`config.mk`:
```
export PLATFORM = sky130hd
export DESIGN_NAME = monitor_command_security
export DESIGN_NICKNAME = d
export VERILOG_FILES = /design/src/mon_pkg.sv /design/src/sync2.sv /design/src/monitor_command_security.sv
export SDC_FILE = /design/constraint.sdc
export NUM_CORES = 1
export LEC_CHECK = 0
export ABC_AREA = 1
export BUFFER_PORTS_ARGS = -buffer_cell sky130_fd_sc_hd__buf_2
export CAP_MARGIN = 20
export CORE_ASPECT_RATIO = 1.4
export CORE_MARGIN = 3
export CORE_UTILIZATION = 52
export DETAILED_ROUTE_END_ITERATION = 16
export MAX_ROUTING_LAYER = met4
export PLACE_DENSITY = 0.77
export SKIP_CTS_REPAIR_TIMING = 1
export SLEW_MARGIN = 10
export SYNTH_ARGS = -nofsm -noshare
export SYNTH_HDL_FRONTEND = slang
export SYNTH_SLANG_ARGS = --single-unit
```
`constraint.sdc`:
```
create_clock -name clk -period 1.55 [get_ports clk]
set_input_delay 0.0775 -clock clk [delete_from_list [all_inputs] [get_ports clk]]
set_output_delay 0.0775 -clock clk [all_outputs]
set_load 0.02 [all_outputs]
```
`src/mon_pkg.sv`:
```
// shared constants for the monitor command and security block
package mon_pkg;
    localparam logic [7:0]  OP_READ       = 8'h1a;
    localparam logic [7:0]  OP_WRITE      = 8'h19;
    localparam logic [7:0]  OP_INDEXED_READ  = 8'h1a;
    localparam logic [7:0]  OP_INDEXED_WRITE = 8'h19;
    localparam logic [7:0]  OP_READ_SP       = 8'h0c;
    localparam logic [7:0]  OP_RUN        = 8'h28;
    localparam logic [15:0] SEC_BASE      = 16'hfff6;
    localparam int          SEC_COUNT     = 8;
    localparam logic [3:0]  SEC_LAST      = 4'h7;
    localparam logic [15:0] FLASH_BASE    = 16'he000;
    localparam logic [7:0]  ERASED_BYTE   = 8'hff;
    localparam logic [7:0]  INVALID_BYTE  = 8'had;
    localparam logic [15:0] STATUS_ADDR   = 16'h0040;
    localparam int          STATUS_BIT    = 6;
    localparam logic [15:0] SP_RESET      = 16'h00ff;
    localparam logic [15:0] SP_PLUS_ONE   = 16'h0001;
    localparam logic [15:0] PC_HI_OFS     = 16'h0005;
    localparam logic [15:0] PC_LO_OFS     = 16'h0006;
    localparam logic [15:0] FRAME_BYTES   = 16'h0006;
    localparam logic [7:0]  BREAK_BYTE    = 8'h00;
endpackage

```
`src/sync2.sv`:
```
// two flip-flop synchroniser for one level
`timescale 1ns/1ns
`default_nettype none
module sync2 (
    input  wire logic clk,
    input  wire logic srst,
    input  wire logic d,
    output logic      q
);
    logic meta_ff;
    always_ff @(posedge clk) begin
        if (srst) begin
            meta_ff <= 1'b1;
            q       <= 1'b1;
        end else begin
            meta_ff <= d;
            q       <= meta_ff;
        end
    end
endmodule
`default_nettype wire

```
`src/monitor_command_security.sv`:
```
// monitor command interpreter with security gate
// Overview of operation
// repeated indexed read/write step through the full 16-bit address space
// indexed write opcode recognised, bytes echoed, data stored at next address
// run command restores high index from stack then returns from interrupt
// monitor entry does software interrupt then pushes high index byte
// host may overwrite stacked registers before run
// read stack pointer returns stack pointer plus one
// saved program counter high at sp+5, low at sp+6
// after power-on reset wait for eight security bytes on serial pin
// eight matching bytes unlock flash read and execution
// unlock persists until next power-on reset only
// other resets keep bypass state and skip code entry
// failed check: flash reads return an invalid value
// flash fetch while locked raises illegal address reset
// break character sent only after all eight security bytes
// ram status bit set when code entered correctly
// host may reset and retry after a failed check
// bulk erase leaves all eight security bytes at all ones
// security bytes should always be programmed
`timescale 1ns/1ns
`default_nettype none
module monitor_command_security
    import mon_pkg::*;
(
    input  wire logic        clk,
    input  wire logic        srst,
    input  wire logic        por,
    input  wire logic        serial_pin,
    input  wire logic        rx_valid,
    input  wire logic [7:0]  rx_byte,
    input  wire logic        tx_ready,
    output logic             tx_valid,
    output logic [7:0]       tx_byte,
    output logic             tx_break,
    output logic             mem_req,
    output logic             mem_we,
    output logic [15:0]      mem_addr,
    output logic [7:0]       mem_wdata,
    input  wire logic [7:0]  mem_rdata,
    input  wire logic        mem_ack,
    input  wire logic        fetch_valid,
    input  wire logic [15:0] fetch_addr,
    input  wire logic        bulk_erase_done,
    output logic             software_interrupt,
    output logic             push_high_index,
    output logic             pop_high_index,
    output logic             return_from_interrupt,
    output logic             illegal_addr_reset,
    output logic             secure_bypass,
    output logic             monitor_serial_pin_seen,
    output logic [15:0]      stack_ptr
);
    typedef enum logic [3:0] {
        ST_ENTRY  = 4'b0000,
        ST_PUSH   = 4'b0001,
        ST_SEC    = 4'b0010,
        ST_SECRD  = 4'b0011,
        ST_BREAK  = 4'b0100,
        ST_CMD    = 4'b0101,
        ST_ECHO   = 4'b0110,
        ST_DATA   = 4'b0111,
        ST_MEM    = 4'b1000,
        ST_SEND   = 4'b1001,
        ST_SEND2  = 4'b1010,
        ST_RUN    = 4'b1011,
        ST_RETURN = 4'b1100,
        ST_USER   = 4'b1101
    } state_t;

    state_t      state_ff;
    logic [7:0]  cmd_ff;
    logic [15:0] ptr_ff;
    logic [15:0] sp_ff;
    logic [7:0]  data_ff;
    logic [3:0]  sec_cnt_ff;
    logic        sec_ok_ff;
    logic        unlocked_ff;
    logic        por_seen_ff;
    logic [7:0]  sec_byte_ff;
    logic        pin_q;

    sync2 u_sync (
        .clk  (clk),
        .srst (srst),
        .d    (serial_pin),
        .q    (pin_q)
    );

    // flash reads are masked unless the bypass is in force
    wire is_flash     = (mem_addr >= FLASH_BASE);
    wire is_status    = (mem_addr == STATUS_ADDR);
    wire [7:0] status_byte = 8'(unlocked_ff) << STATUS_BIT;
    wire [7:0] rd_byte = is_status ? (mem_rdata | status_byte)
                       : (is_flash && !unlocked_ff) ? INVALID_BYTE
                       : mem_rdata;
    wire sec_match    = (rx_byte == sec_byte_ff);
    wire [15:0] sp_ret = sp_ff + SP_PLUS_ONE;
    wire [15:0] pc_hi_addr = sp_ff + PC_HI_OFS;
    wire [15:0] pc_lo_addr = sp_ff + PC_LO_OFS;

    assign stack_ptr               = sp_ret;
    assign secure_bypass           = unlocked_ff;
    assign monitor_serial_pin_seen = pin_q;
    assign mem_req  = (state_ff == ST_MEM) || (state_ff == ST_SECRD);
    assign tx_valid = (state_ff == ST_ECHO) || (state_ff == ST_SEND)
                    || (state_ff == ST_SEND2) || (state_ff == ST_BREAK);
    assign tx_break = (state_ff == ST_BREAK);
    assign tx_byte  = data_ff;
    assign software_interrupt    = (state_ff == ST_ENTRY);
    assign push_high_index       = (state_ff == ST_PUSH);
    assign pop_high_index        = (state_ff == ST_RUN);
    assign return_from_interrupt = (state_ff == ST_RETURN);
    // a fetch from flash while locked is an illegal address
    assign illegal_addr_reset = fetch_valid && !unlocked_ff
                              && (fetch_addr >= FLASH_BASE);

    always_ff @(posedge clk) begin
        if (srst) begin
            mem_we    <= 1'b0;
            mem_addr  <= 16'h0000;
            mem_wdata <= 8'h00;
        end else if (state_ff == ST_PUSH) begin
            // address must stand before the request rises
            mem_we    <= 1'b0;
            mem_addr  <= SEC_BASE;
        end else if (state_ff == ST_SEC && rx_valid) begin
            mem_addr  <= SEC_BASE + 16'(sec_cnt_ff) + 16'h0001;
        end else if (state_ff == ST_CMD && rx_valid) begin
            mem_we    <= (rx_byte == OP_INDEXED_WRITE);
            mem_addr  <= ptr_ff;
        end else if (state_ff == ST_SEND && tx_ready
                     && cmd_ff == OP_INDEXED_READ) begin
            mem_addr  <= ptr_ff;
        end else if (state_ff == ST_DATA && rx_valid) begin
            mem_wdata <= rx_byte;
            mem_addr  <= ptr_ff;
        end
    end

    // bypass and por tracking: only a power-on reset clears the bypass; it sets por_seen_ff, which the first security byte clears
    always_ff @(posedge clk) begin
        if (por) begin
            unlocked_ff <= 1'b0;
            por_seen_ff <= 1'b1;
        end else if (state_ff == ST_SEC && rx_valid) begin
            por_seen_ff <= 1'b0;
            if (sec_cnt_ff == SEC_LAST && sec_ok_ff && sec_match)
                unlocked_ff <= 1'b1;
        end
    end

    always_ff @(posedge clk) begin
        if (srst || por) begin
            state_ff    <= ST_ENTRY;
            cmd_ff      <= 8'h00;
            ptr_ff      <= 16'h0000;
            sp_ff       <= SP_RESET;
            data_ff     <= 8'h00;
            sec_cnt_ff  <= 4'h0;
            sec_ok_ff   <= 1'b1;
            sec_byte_ff <= ERASED_BYTE;
        end else begin
            case (state_ff)
                ST_ENTRY: begin
                    sp_ff    <= sp_ff - FRAME_BYTES + 16'h0001;
                    state_ff <= ST_PUSH;
                end
                ST_PUSH: begin
                    sp_ff      <= sp_ff - 16'h0001;
                    sec_cnt_ff <= 4'h0;
                    sec_ok_ff  <= 1'b1;
                    // later resets skip code entry
                    state_ff <= por_seen_ff ? ST_SECRD : ST_BREAK;
                end
                ST_SECRD: if (mem_ack) begin
                    sec_byte_ff <= bulk_erase_done ? ERASED_BYTE
                                 : mem_rdata;
                    state_ff    <= ST_SEC;
                end
                ST_SEC: if (rx_valid) begin
                    sec_ok_ff  <= sec_ok_ff && sec_match;
                    sec_cnt_ff <= sec_cnt_ff + 4'h1;
                    state_ff   <= (sec_cnt_ff == SEC_LAST) ? ST_BREAK
                                : ST_SECRD;
                end
                ST_BREAK: if (tx_ready) begin
                    data_ff  <= BREAK_BYTE;
                    state_ff <= ST_CMD;
                end
                ST_CMD: if (rx_valid) begin
                    cmd_ff   <= rx_byte;
                    data_ff  <= rx_byte;
                    state_ff <= ST_ECHO;
                end
                ST_ECHO: if (tx_ready) begin
                    if (cmd_ff == OP_INDEXED_WRITE)
                        state_ff <= ST_DATA;
                    else if (cmd_ff == OP_INDEXED_READ)
                        state_ff <= ST_MEM;
                    else if (cmd_ff == OP_READ_SP) begin
                        data_ff  <= sp_ret[15:8];
                        state_ff <= ST_SEND;
                    end else if (cmd_ff == OP_RUN)
                        state_ff <= ST_RUN;
                    else
                        state_ff <= ST_CMD;
                end
                ST_DATA: if (rx_valid) begin
                    data_ff  <= rx_byte;
                    state_ff <= ST_MEM;
                end
                ST_MEM: if (mem_ack) begin
                    ptr_ff <= ptr_ff + 16'h0001;
                    if (cmd_ff == OP_INDEXED_WRITE) begin
                        state_ff <= ST_ECHO;
                        cmd_ff   <= 8'h00;
                    end else begin
                        data_ff  <= rd_byte;
                        state_ff <= ST_SEND;
                    end
                end
                ST_SEND: if (tx_ready) begin
                    if (cmd_ff == OP_READ_SP) begin
                        data_ff  <= sp_ret[7:0];
                        state_ff <= ST_SEND2;
                    end else if (cmd_ff == OP_INDEXED_READ) begin
                        // second byte of the pair, then back to commands
                        state_ff <= ST_MEM;
                        cmd_ff   <= 8'h00;
                    end else
                        state_ff <= ST_CMD;
                end
                ST_SEND2: if (tx_ready)
                    state_ff <= ST_CMD;
                ST_RUN: begin
                    sp_ff    <= sp_ff + 16'h0001;
                    state_ff <= ST_RETURN;
                end
                ST_RETURN: begin
                    // stacked context, possibly edited by the host, resumes
                    sp_ff    <= sp_ff + FRAME_BYTES - 16'h0001;
                    state_ff <= ST_USER;
                end
                ST_USER: state_ff <= ST_USER;
                default: state_ff <= ST_ENTRY;
            endcase
        end
    end

    wire unused_ok = &{1'b0, pc_hi_addr, pc_lo_addr, OP_READ, OP_WRITE};
endmodule
`default_nettype wire

```
* Yosys cells after proc, flatten, opt, wreduce, memory -nomap -nowiden *
Index checks and enable logic that the tools add are counted.

word-level totals
  output and inout bits = 59
  logic and storage cells = 157
  register bits after elaboration = 94
  input bits = 41

operators by class
  equality and inequality tests = 39
  add/subtract/negate cells = 10
  bitwise operators = 5
  reduce and logical (&&, ||, !) cells = 37
  multiplexer cells = 48
  order comparisons = 2

operator list
  operator               number
  $mux 8                 18
  $mux 16                5
  $mux 4                 16
  $pmux 16 s4            1
  $add 16x1->16 const B  3
  $pmux 4 s12            1
  $pmux 8 s5             1
  $ge 16x16->1 const B   2
  $sub 16x1->16 const B  2
  $eq 4x4->1 const B     6
  $eq 8x5->1 const B     3
  $ne 2x2->1 const B     12
  $pmux 8 s3             1
  $eq 4x3->1 const B     5
  $add 16x3->16 const B  1
  $eq 16x7->1 const B    1
  $sub 16x3->16 const B  1
  $ne 2x1->1 const B     6
  $logic_and 1x1->1      11
  $reduce_and 11->1      1
  $reduce_and 2->1       5
  $reduce_bool 5->1      2
  $eq 4x2->1 const B     2
  $eq 8x4->1 const B     1
  22 further kinds       34

* Logic depth before layout (Yosys ltp) *
Gate-level depths: netlist (run 1).

  depth after elaboration = 7
  depth in mapped cells = 13
  depth with buffers taken out = 13

* Hierarchy *
Synthesis (run 1) repeated with hierarchy kept, for this count alone.

second synthesis, totals
  cells, all modules = 1,096
  area, all modules = 6,369.9 µm²

modules (own cells, without submodules)
  module                    sequential area each (µm²)  cells each  instances  area an instance (µm²)
  monitor_command_security  1,841.8                     1,089       1          6,311.1
  sync2                     40.0                        7           1          58.8

* Worst setup path after synthesis (run 1) *
No wires, ideal clock.

  path kind = flip-flop to flip-flop
  start point = reg sp_ff[0]
  end point = reg data_ff[4] (netlist: tx_byte[4])
  slack = -0.247 ns
  clock period less this slack = 1.797 ns
  data required time = 1.479 ns
  library setup time = 0.071 ns
  cell stages (with the launch flop) = 10
  data arrival time = 1.726 ns
  path buffers = 0
  cells stage by stage = dfxtp_1 -> ha_1 -> nand2_1 -> nor2_1 -> nand3_1 -> xor2_1 -> nand2_1 -> nand3_1 -> nand2_1 -> a21oi_1

on the way
  word-level cells in the longest chain between the ends = 6
  elaborated cells on any way between the ends = 8
  classes of those cells = add/sub (1); mux (7)

ends and longest elaborated chain
  element                  RTL line                         source
  start, declared          monitor_command_security.sv:74   logic [15:0] sp_ff;
  start signal, assigned   monitor_command_security.sv:166  sp_ff <= sp_ff - FRAME_BYTES + 16'h0001;
  start signal, assigned   monitor_command_security.sv:170  sp_ff <= sp_ff - 16'h0001;
  start signal, assigned   monitor_command_security.sv:237  sp_ff <= sp_ff + 16'h0001;
  $add 16x1->16            monitor_command_security.sv:98   wire [15:0] sp_ret = sp_ff + SP_PLUS_ONE;
  named net stack_ptr[12]  monitor_command_security.sv:52   output logic [15:0] stack_ptr
  $mux 8                   monitor_command_security.sv:201  else if (cmd_ff == OP_READ_SP) begin
  $mux 8                   monitor_command_security.sv:199  else if (cmd_ff == OP_INDEXED_READ)
  $mux 8                   monitor_command_security.sv:197  if (cmd_ff == OP_INDEXED_WRITE)
  $mux 8                   monitor_command_security.sv:196  ST_ECHO: if (tx_ready) begin
  $pmux 8 s5               monitor_command_security.sv:164  case (state_ff)
  end signal, assigned     monitor_command_security.sv:193  data_ff <= rx_byte;
  end signal, assigned     monitor_command_security.sv:202  data_ff <= sp_ret[15:8];
  end signal, assigned     monitor_command_security.sv:210  data_ff <= rx_byte;
  end, declared            monitor_command_security.sv:75   logic [7:0] data_ff;

The timed path passes the listed nets, and every way through them passes these cells. The select of a mux whose other input is x is not followed.
A chain may end at the register's enable or synchronous reset.

* Final worst setup path (run 1) *
  start point = reg state_ff[0]
  end point = reg mem_addr[4]

on the way
  word-level cells in the longest chain between the ends = 7
  elaborated cells on any way between the ends = 15
  classes of those cells = eq/ne (5); mux (4); reduce/logical (6)

ends and longest elaborated chain
  element                 RTL line                         source
  start, declared         monitor_command_security.sv:71   state_t state_ff;
  start signal, assigned  monitor_command_security.sv:174  state_ff <= por_seen_ff ? ST_SECRD : ST_BREAK;
  start signal, assigned  monitor_command_security.sv:184  state_ff <= (sec_cnt_ff == SEC_LAST) ? ST_BREAK
  $eq 4x4->1              monitor_command_security.sv:132  end else if (state_ff == ST_SEND && tx_ready
  $logic_and 1x1->1       monitor_command_security.sv:132
  $logic_and 1x1->1       monitor_command_security.sv:133  && cmd_ff == OP_INDEXED_READ) begin
  $mux 16                 monitor_command_security.sv:132
  $mux 16                 monitor_command_security.sv:129  end else if (state_ff == ST_CMD && rx_valid) begin
  $mux 16                 monitor_command_security.sv:127  end else if (state_ff == ST_SEC && rx_valid) begin
  $mux 16                 monitor_command_security.sv:123  end else if (state_ff == ST_PUSH) begin
  end signal, assigned    monitor_command_security.sv:128  mem_addr <= SEC_BASE + 16'(sec_cnt_ff) + 16'h0001;
  end signal, assigned    monitor_command_security.sv:131  mem_addr <= ptr_ff;
  end signal, assigned    monitor_command_security.sv:134  mem_addr <= ptr_ff;
  end, declared           monitor_command_security.sv:38   output logic [15:0] mem_addr,

Parallel ways exist; a longest one is shown, timed or not.

==> results of run 1 <==
==> cell usage in the layout (no fill, tap or decap), types with 5 or more instances in the layout <==
master | synthesis | layout
nand3b_1 | 8 | 8
nor2_2 | 7 | 16
buf_8 | 0 | 8
nor3_1 | 11 | 6
nand3_2 | 3 | 23
nand4_1 | 22 | 22
nand2_1 | 260 | 206
dfxtp_1 | 94 | 73
buf_4 | 3 | 152
inv_1 | 102 | 85
nand3_4 | 1 | 10
xor2_1 | 22 | 17
nand3_1 | 112 | 86
a21oi_1 | 75 | 54
buf_6 | 4 | 55
o21ai_2 | 2 | 12
nor2_4 | 10 | 31
nand2_4 | 5 | 20
nor2_1 | 126 | 97
a21oi_2 | 1 | 20
o21ai_0 | 50 | 37
buf_12 | 0 | 8
o21ai_1 | 16 | 16
and2_4 | 0 | 5
inv_2 | 11 | 20
clkbuf_16 | 0 | 12
dfxtp_2 | 0 | 8
inv_4 | 3 | 7
o211ai_1 | 5 | 5
dfxtp_4 | 0 | 13
buf_2 | 15 | 70
nand2_2 | 10 | 46
==> final cells by class <==
cell class,count,share of cell area [%]
Multi-Input combinational cell,791,47.94
Clock inverter,5,0.6130
Inverter,119,4.820
Clock buffer,11,2.332
Timing Repair Buffer,298,23.88
Sequential cell,94,18.64
Tap cell,147,1.767
==> power groups by stage <==
stage / clock network, W / logic (W) / registers (W)
final: 0.00242 / 0.00220 / 0.00258
after global routing: 0.00252 / 0.00229 / 0.00258
after CTS: 0.00238 / 0.00148 / 0.00256
after detailed placement: 0 / 0.00147 / 0.00261
after global placement: 0 / 0.00146 / 0.00261
after floorplan: 0 / 0.000830 / 0.00262
==> worst reg2reg max path, cell delays in order, from the launching register on <==
cell,delay (ps)
dfxtp_4,400
inv_4,60
nor2_4,250
buf_12,160
nand2_8,70
nor3_4,170
nor2_4,100
buf_4,160
nand3_4,90
nor2_1,60
nor2_1,240
==> logic make-up (layout without fill, tap and decap cells) <==
logic type,Yosys count,in the layout,share of synthesized area (%)
compound gates,162,162,13.63
xor+xnor,25,25,3.360
fa+ha+maj,5,5,0.9601
buf+inv,153,433,9.927
flops,94,94,28.88
simple gates,595,599,43.24
==> worst paths after layout <==
path	slack (ps)	endpoint	cells past startpoint	startpoint
worst min-delay path	-7	sec_byte_ff[1]$_SDFFE_PP1P_	3	mem_rdata[1]
worst max register to register	-290	mem_addr[4]$_SDFFE_PP0P_	10	state_ff[0]$_SDFFE_PP0P_
worst max-delay path	-290	mem_addr[4]$_SDFFE_PP0P_	10	state_ff[0]$_SDFFE_PP0P_
worst min register to register	430	u_sync.q$_SDFF_PP1_	1	u_sync.meta_ff$_SDFF_PP1_
==> per-layer routing <==
| layer | share of wire, % | GRT usage, % |
|---|---|---|
| met1 | 31 | 34.29 |
| met2 | 48 | 58.17 |
| met3 | 9.6 | 4.688 |
| met4 | 11 | 17.10 |
| met5 | 0 | - |
==> metrics by stage <==
stage                     utilization, %  power [W]  cells  TNS (ps)
after floorplan                        -   0.003454   1034    -48.33
after global placement             68.30   0.004073   1380     -4971
after detailed placement           68.30   0.004084   1380     -6706
after CTS                          70.85   0.006418   1396    -13840
after global routing               86.35   0.007392   1465    -18500
final                              86.35   0.007190   1465    -13160
==> flip-flops by register name, summed over array words and instances (netlist names), 4 cells and up <==
name,count
ptr_ff,16
mem_wdata,8
sec_cnt_ff,4
cmd_ff,8
tx_byte,8
state_ff,4
sp_ff,16
mem_addr,16
sec_byte_ff,8
==> impl_metrics.tcl, run 1 <==
set metrics [dict create \
    outcome "finished with violations" \
    violations "negative hold slack, negative setup slack" \
    fp.dieH_um 138.5 \
    grt_setup_unrepaired "yes" \
    yosys.area.top_type "dfxtp_1" \
    power.internal_w 0.004710 \
    synth-main-ff-cell "dfxtp_1" \
    path_buf_inv 3 \
    clock_power_share_pct 33.6 \
    clockRootBuffer "clkbuf_16" \
    grt-ovfl-total 0 \
    die_w_um 100.6 \
    num_rows 47 \
    synth_edf_count 0 \
    synth.most_common_cell "nand2_1" \
    multiInputGateArea_um2 4991 \
    core_area_um2 12060 \
    crit_family "simple AND/OR/NAND/NOR gates" \
    via_count 9138 \
    leakage_nw 4.844 \
    cp_data_arrival_time_ps 2110 \
    peakVddDrop_uv 808.4 \
    maxCapViolations 0 \
    wl_per_cell_um 21.12 \
    htreeDepth 3 \
    endpoint_kind "flip-flop" \
    clkTransAtPathRegs_ps 80 \
    port_buffers 86 \
    ant_nets 0 \
    power_frac_comb_pct 30.5 \
    finalWorstSetupSlack_ps -294.7 \
    synth-seq-cells 94 \
    grt_max_degree 28 \
    grt_antenna_before_repair 0 \
    cts_tree "built" \
    synth.cells.most_frequent "nand2_1 (260), nor2_1 (126), nand3_1 (112), inv_1 (102), dfxtp_1 (94)" \
    initial_core_util_pct 54.05 \
    worstMarginPinSlew_ps 464.7 \
    dpl_cell_area_um2 8234 \
    dr.pass1.iters 6 \
    ys_seq_area_share_pct 28.88 \
    finalClockSkew_ps 8.736 \
    worstPathRequired_ps 1810 \
    finalCritPeriodShare_pct 119.0 \
    viasPerCell 6.238 \
    drive_above_1_share_pct 44.69 \
    start_kind "flip-flop" \
    worstSkewPairLatency_ps 360 \
    sw_frac_of_total_pct 34.49 \
    hold_class "input port to flip-flop" \
    clk_path_buf_depth 2 \
    synth_nets 1080 \
    path_cells "inv_4 > nor2_4 > buf_12 > nand2_8 > nor3_4 > nor2_4 > buf_4 > nand3_4 > nor2_1 > nor2_1" \
    yosysTopAreaCellShare_pct 28.88 \
    fin_nets 1359 \
    fin_area_um2 10410 \
    hold_viol 1 \
    io_pins 100 \
    fillers 636 \
    hold_slack_ps -7.098 \
    powerDensity_nw_per_um2 690.7 \
    syn-cell-area_um2 6516 \
    cpPeakStageDelay_ps 400 \
    slew_violations 0 \
    dp_hpwl_um 17470 \
    yosysWarnings 0 \
    place_congestion 0.9905 \
    netSwitchingPower_w 0.002480 \
    syn_inst 1034 \
    syn-mean-instance-area_um2 6.302 \
    dp_slack_ps -245.5 \
    drc 0 \
    fmax_ghz 0.5421 \
    seq_area_um2 1941 \
    grt_use_total_pct 32.80 \
    first_global_vias 7472 \
    seq_power_share_pct 35.8 \
    routed_wl_um 30940 \
    drtIter0Drc 915 \
    synth_area_leaders "dfxtp_1 (29%), nand2_1 (15%), nand3_1 (8.6%)" \
    crit_path_max_fanout 6 \
    clock_sinks 94 \
    numCtsBuffers 9 \
    critical_path_class "flip-flop to flip-flop" \
    synthToLayoutAreaGrowth_pct 59.75 \
    slew_headroom_pct 68.90 \
    synth-async-reset-ratio_pct 0 \
    min_period_ps 1845 \
    die_area_um2 13930 \
    setup_viol 90 \
    grt_pass1_wl_um 35730 \
    cp_slowest_cell "dfxtp_4" \
    num_antenna_cells 0 \
    synth.distinct_cells 49 \
]
Power figures use the tool's default switching activity.
==> inputs of run 2 (changes only) <==
Settings changed: CORE_UTILIZATION 52 to 57, PLACE_DENSITY 0.77 to 0.8.
Clock period 1.55 ns to 1.85 ns, I/O delays scaled along.
==> run 2 against run 1 <==
Effect of this change: the flow finishes with violations (negative setup slack); clock power shrank 19%; clock-buffer cell count down 2; via count is 18% lower; combinational power is 42% lower; die area decreased by 8.3%; critical path type is now flip-flop to primary output.
==> impl_metrics.tcl, run 2 (synthesis results as in run 1) <==
set metrics [dict create \
    outcome "finished with violations" \
    violations "negative setup slack" \
    io_pins 100 \
    fmax_ghz 0.5295 \
    finalCritPeriodShare_pct 102.1 \
    seq_area_um2 1911 \
    hold_class "input port to flip-flop" \
    fillers 982 \
    seq_power_share_pct 40.0 \
    synthToLayoutAreaGrowth_pct 25.42 \
    fp.dieH_um 132.5 \
    cp_slowest_cell "dfxtp_2" \
    num_rows 45 \
    cp_data_arrival_time_ps 1800 \
    wl_per_cell_um 16.25 \
    dp_hpwl_um 16260 \
    clock_sinks 94 \
    die_w_um 96.37 \
    power.total_w 0.005368 \
    power_frac_comb_pct 23.6 \
    finalWorstSetupSlack_ps -38.64 \
    die_area_um2 12770 \
    clockRootBuffer "clkbuf_16" \
    dr.pass1.iters 6 \
    peakVddDrop_uv 614.2 \
    netSwitchingPower_w 0.001758 \
    min_period_ps 1889 \
    layout_commonest_cell "nand2_1" \
    reg.largest.list "mem_addr (16), ptr_ff (16), sp_ff (16)" \
    critical_path_class "flip-flop to primary output" \
    slew_violations 0 \
    maxCapViolations 0 \
    viasPerCell 5.621 \
    clock_power_share_pct 36.4 \
    num_antenna_cells 0 \
    cts_tree "built" \
    initial_core_util_pct 59.35 \
    hold_slack_ps 18.46 \
    start_kind "flip-flop" \
    core_area_um2 10980 \
    grt-ovfl-total 0 \
    path_cells "ha_2 > nand2_4 > o21ai_0 > and2_1 > buf_2" \
    grt_setup_unrepaired "yes" \
    port_buffers 86 \
    clk_path_buf_depth 2 \
    clkTransAtPathRegs_ps 70 \
    dpl_cell_area_um2 7473 \
    fin_nets 1230 \
    routed_wl_um 21610 \
    drtIter0Drc 498 \
    grt_max_degree 45 \
    first_global_vias 7012 \
    via_count 7476 \
    worstPathRequired_ps 1760 \
    numCtsBuffers 9 \
    crit_path_max_fanout 4 \
    power.internal_w 0.003610 \
    drive_above_1_share_pct 26.16 \
    worst-r2r-setup-slack_ps 80 \
    worstSkewPairLatency_ps 350 \
    cpPeakStageDelay_ps 360 \
    final_cell_mix "nand2_1 (251), nor2_1 (114), nand3_1 (109), inv_1 (99), buf_4 (85)" \
    drc 0 \
    multiInputGateArea_um2 4169 \
    finalClockSkew_ps 6.613 \
    grt_pass1_wl_um 33400 \
    sw_frac_of_total_pct 32.75 \
    grt_antenna_before_repair 0 \
    hold_viol 0 \
    slew_headroom_pct 62.75 \
    setup_viol 2 \
    powerDensity_nw_per_um2 656.9 \
    htreeDepth 3 \
    grt_use_total_pct 34.24 \
    dp_slack_ps -17.66 \
    final_util_pct 74.44 \
    place_congestion 0.9950 \
    fin_area_um2 8173 \
    leakage_nw 3.877 \
    worstMarginPinSlew_ps 558.7 \
    ant_nets 0 \
    endpoint_kind "primary output" \
]
-- run 2: cell types whose count changed in the layout (fill, tap and decap cells not counted), moves of 12 or more --
cell / previous run / this run
nor2_4: 31 / 19
a21oi_1: 54 / 75
a21oi_2: 20 / 1
nor2_1: 97 / 114
inv_1: 85 / 99
buf_6: 55 / 7
nand3_1: 86 / 109
nand2_1: 206 / 251
nand3_2: 23 / 6
buf_4: 152 / 85
nand2_2: 46 / 15
-- run 2: routing by layer --
layer / global-route usage [%] / wire length [um]
met4: 20.90 / 1373
met5: - / 0
met2: 55.55 / 10540
met3: 5.063 / 1447
met1: 38.82 / 8245
-- run 2: through the flow --
stage | setup TNS [ps] | cells
2_1_floorplan | 0 | 1034
3_3_place_gp | 0 | 1297
3_5_place_dp | -17.66 | 1297
4_1_cts | -1447 | 1313
5_1_grt | -438.0 | 1330
6_report | -40.29 | 1330
-- run 2: cell type report --
cell class | count | area share (%)
Timing Repair inverter | 1 | 0.06124
Multi-Input combinational cell | 787 | 51.01
Tap cell | 141 | 2.159
Sequential cell | 94 | 23.38
Timing Repair Buffer | 172 | 13.98
Inverter | 119 | 5.664
Clock buffer | 9 | 2.756
Clock inverter | 7 | 0.9951
-- run 2: final timing paths --
| path | startpoint | endpoint | depth (start not counted) |
|---|---|---|---|
| setup reg to reg | sp_ff[1]$_SDFFE_PP1P_ | tx_byte[4]$_SDFFE_PP0P_ | 11 |
| hold reg to reg | u_sync.meta_ff$_SDFF_PP1_ | u_sync.q$_SDFF_PP1_ | 1 |
| hold / removal | mem_rdata[0] | sec_byte_ff[0]$_SDFFE_PP1P_ | 3 |
| setup / recovery | sp_ff[1]$_SDFFE_PP1P_ | stack_ptr[6] | 5 |
-- run 2: power groups by stage --
stage | sequential, W | combinational, W | clock (W)
3_5_place_dp | 0.00219 | 0.00111 | 0
5_1_grt | 0.00215 | 0.00137 | 0.00204
2_1_floorplan | 0.00220 | 0.000663 | 0
6_report | 0.00215 | 0.00127 | 0.00196
3_3_place_gp | 0.00219 | 0.00110 | 0
4_1_cts | 0.00214 | 0.00112 | 0.00196
-- run 2: worst max-delay path: cells and delay by family (launching register included) --
family	cells	cell delay, ps
AO/OA/AOI/OAI	1	360
flip-flops	1	360
AND/OR/NAND/NOR	2	320
adder cells (fa/ha/maj)	1	240
buffers and inverters	1	170
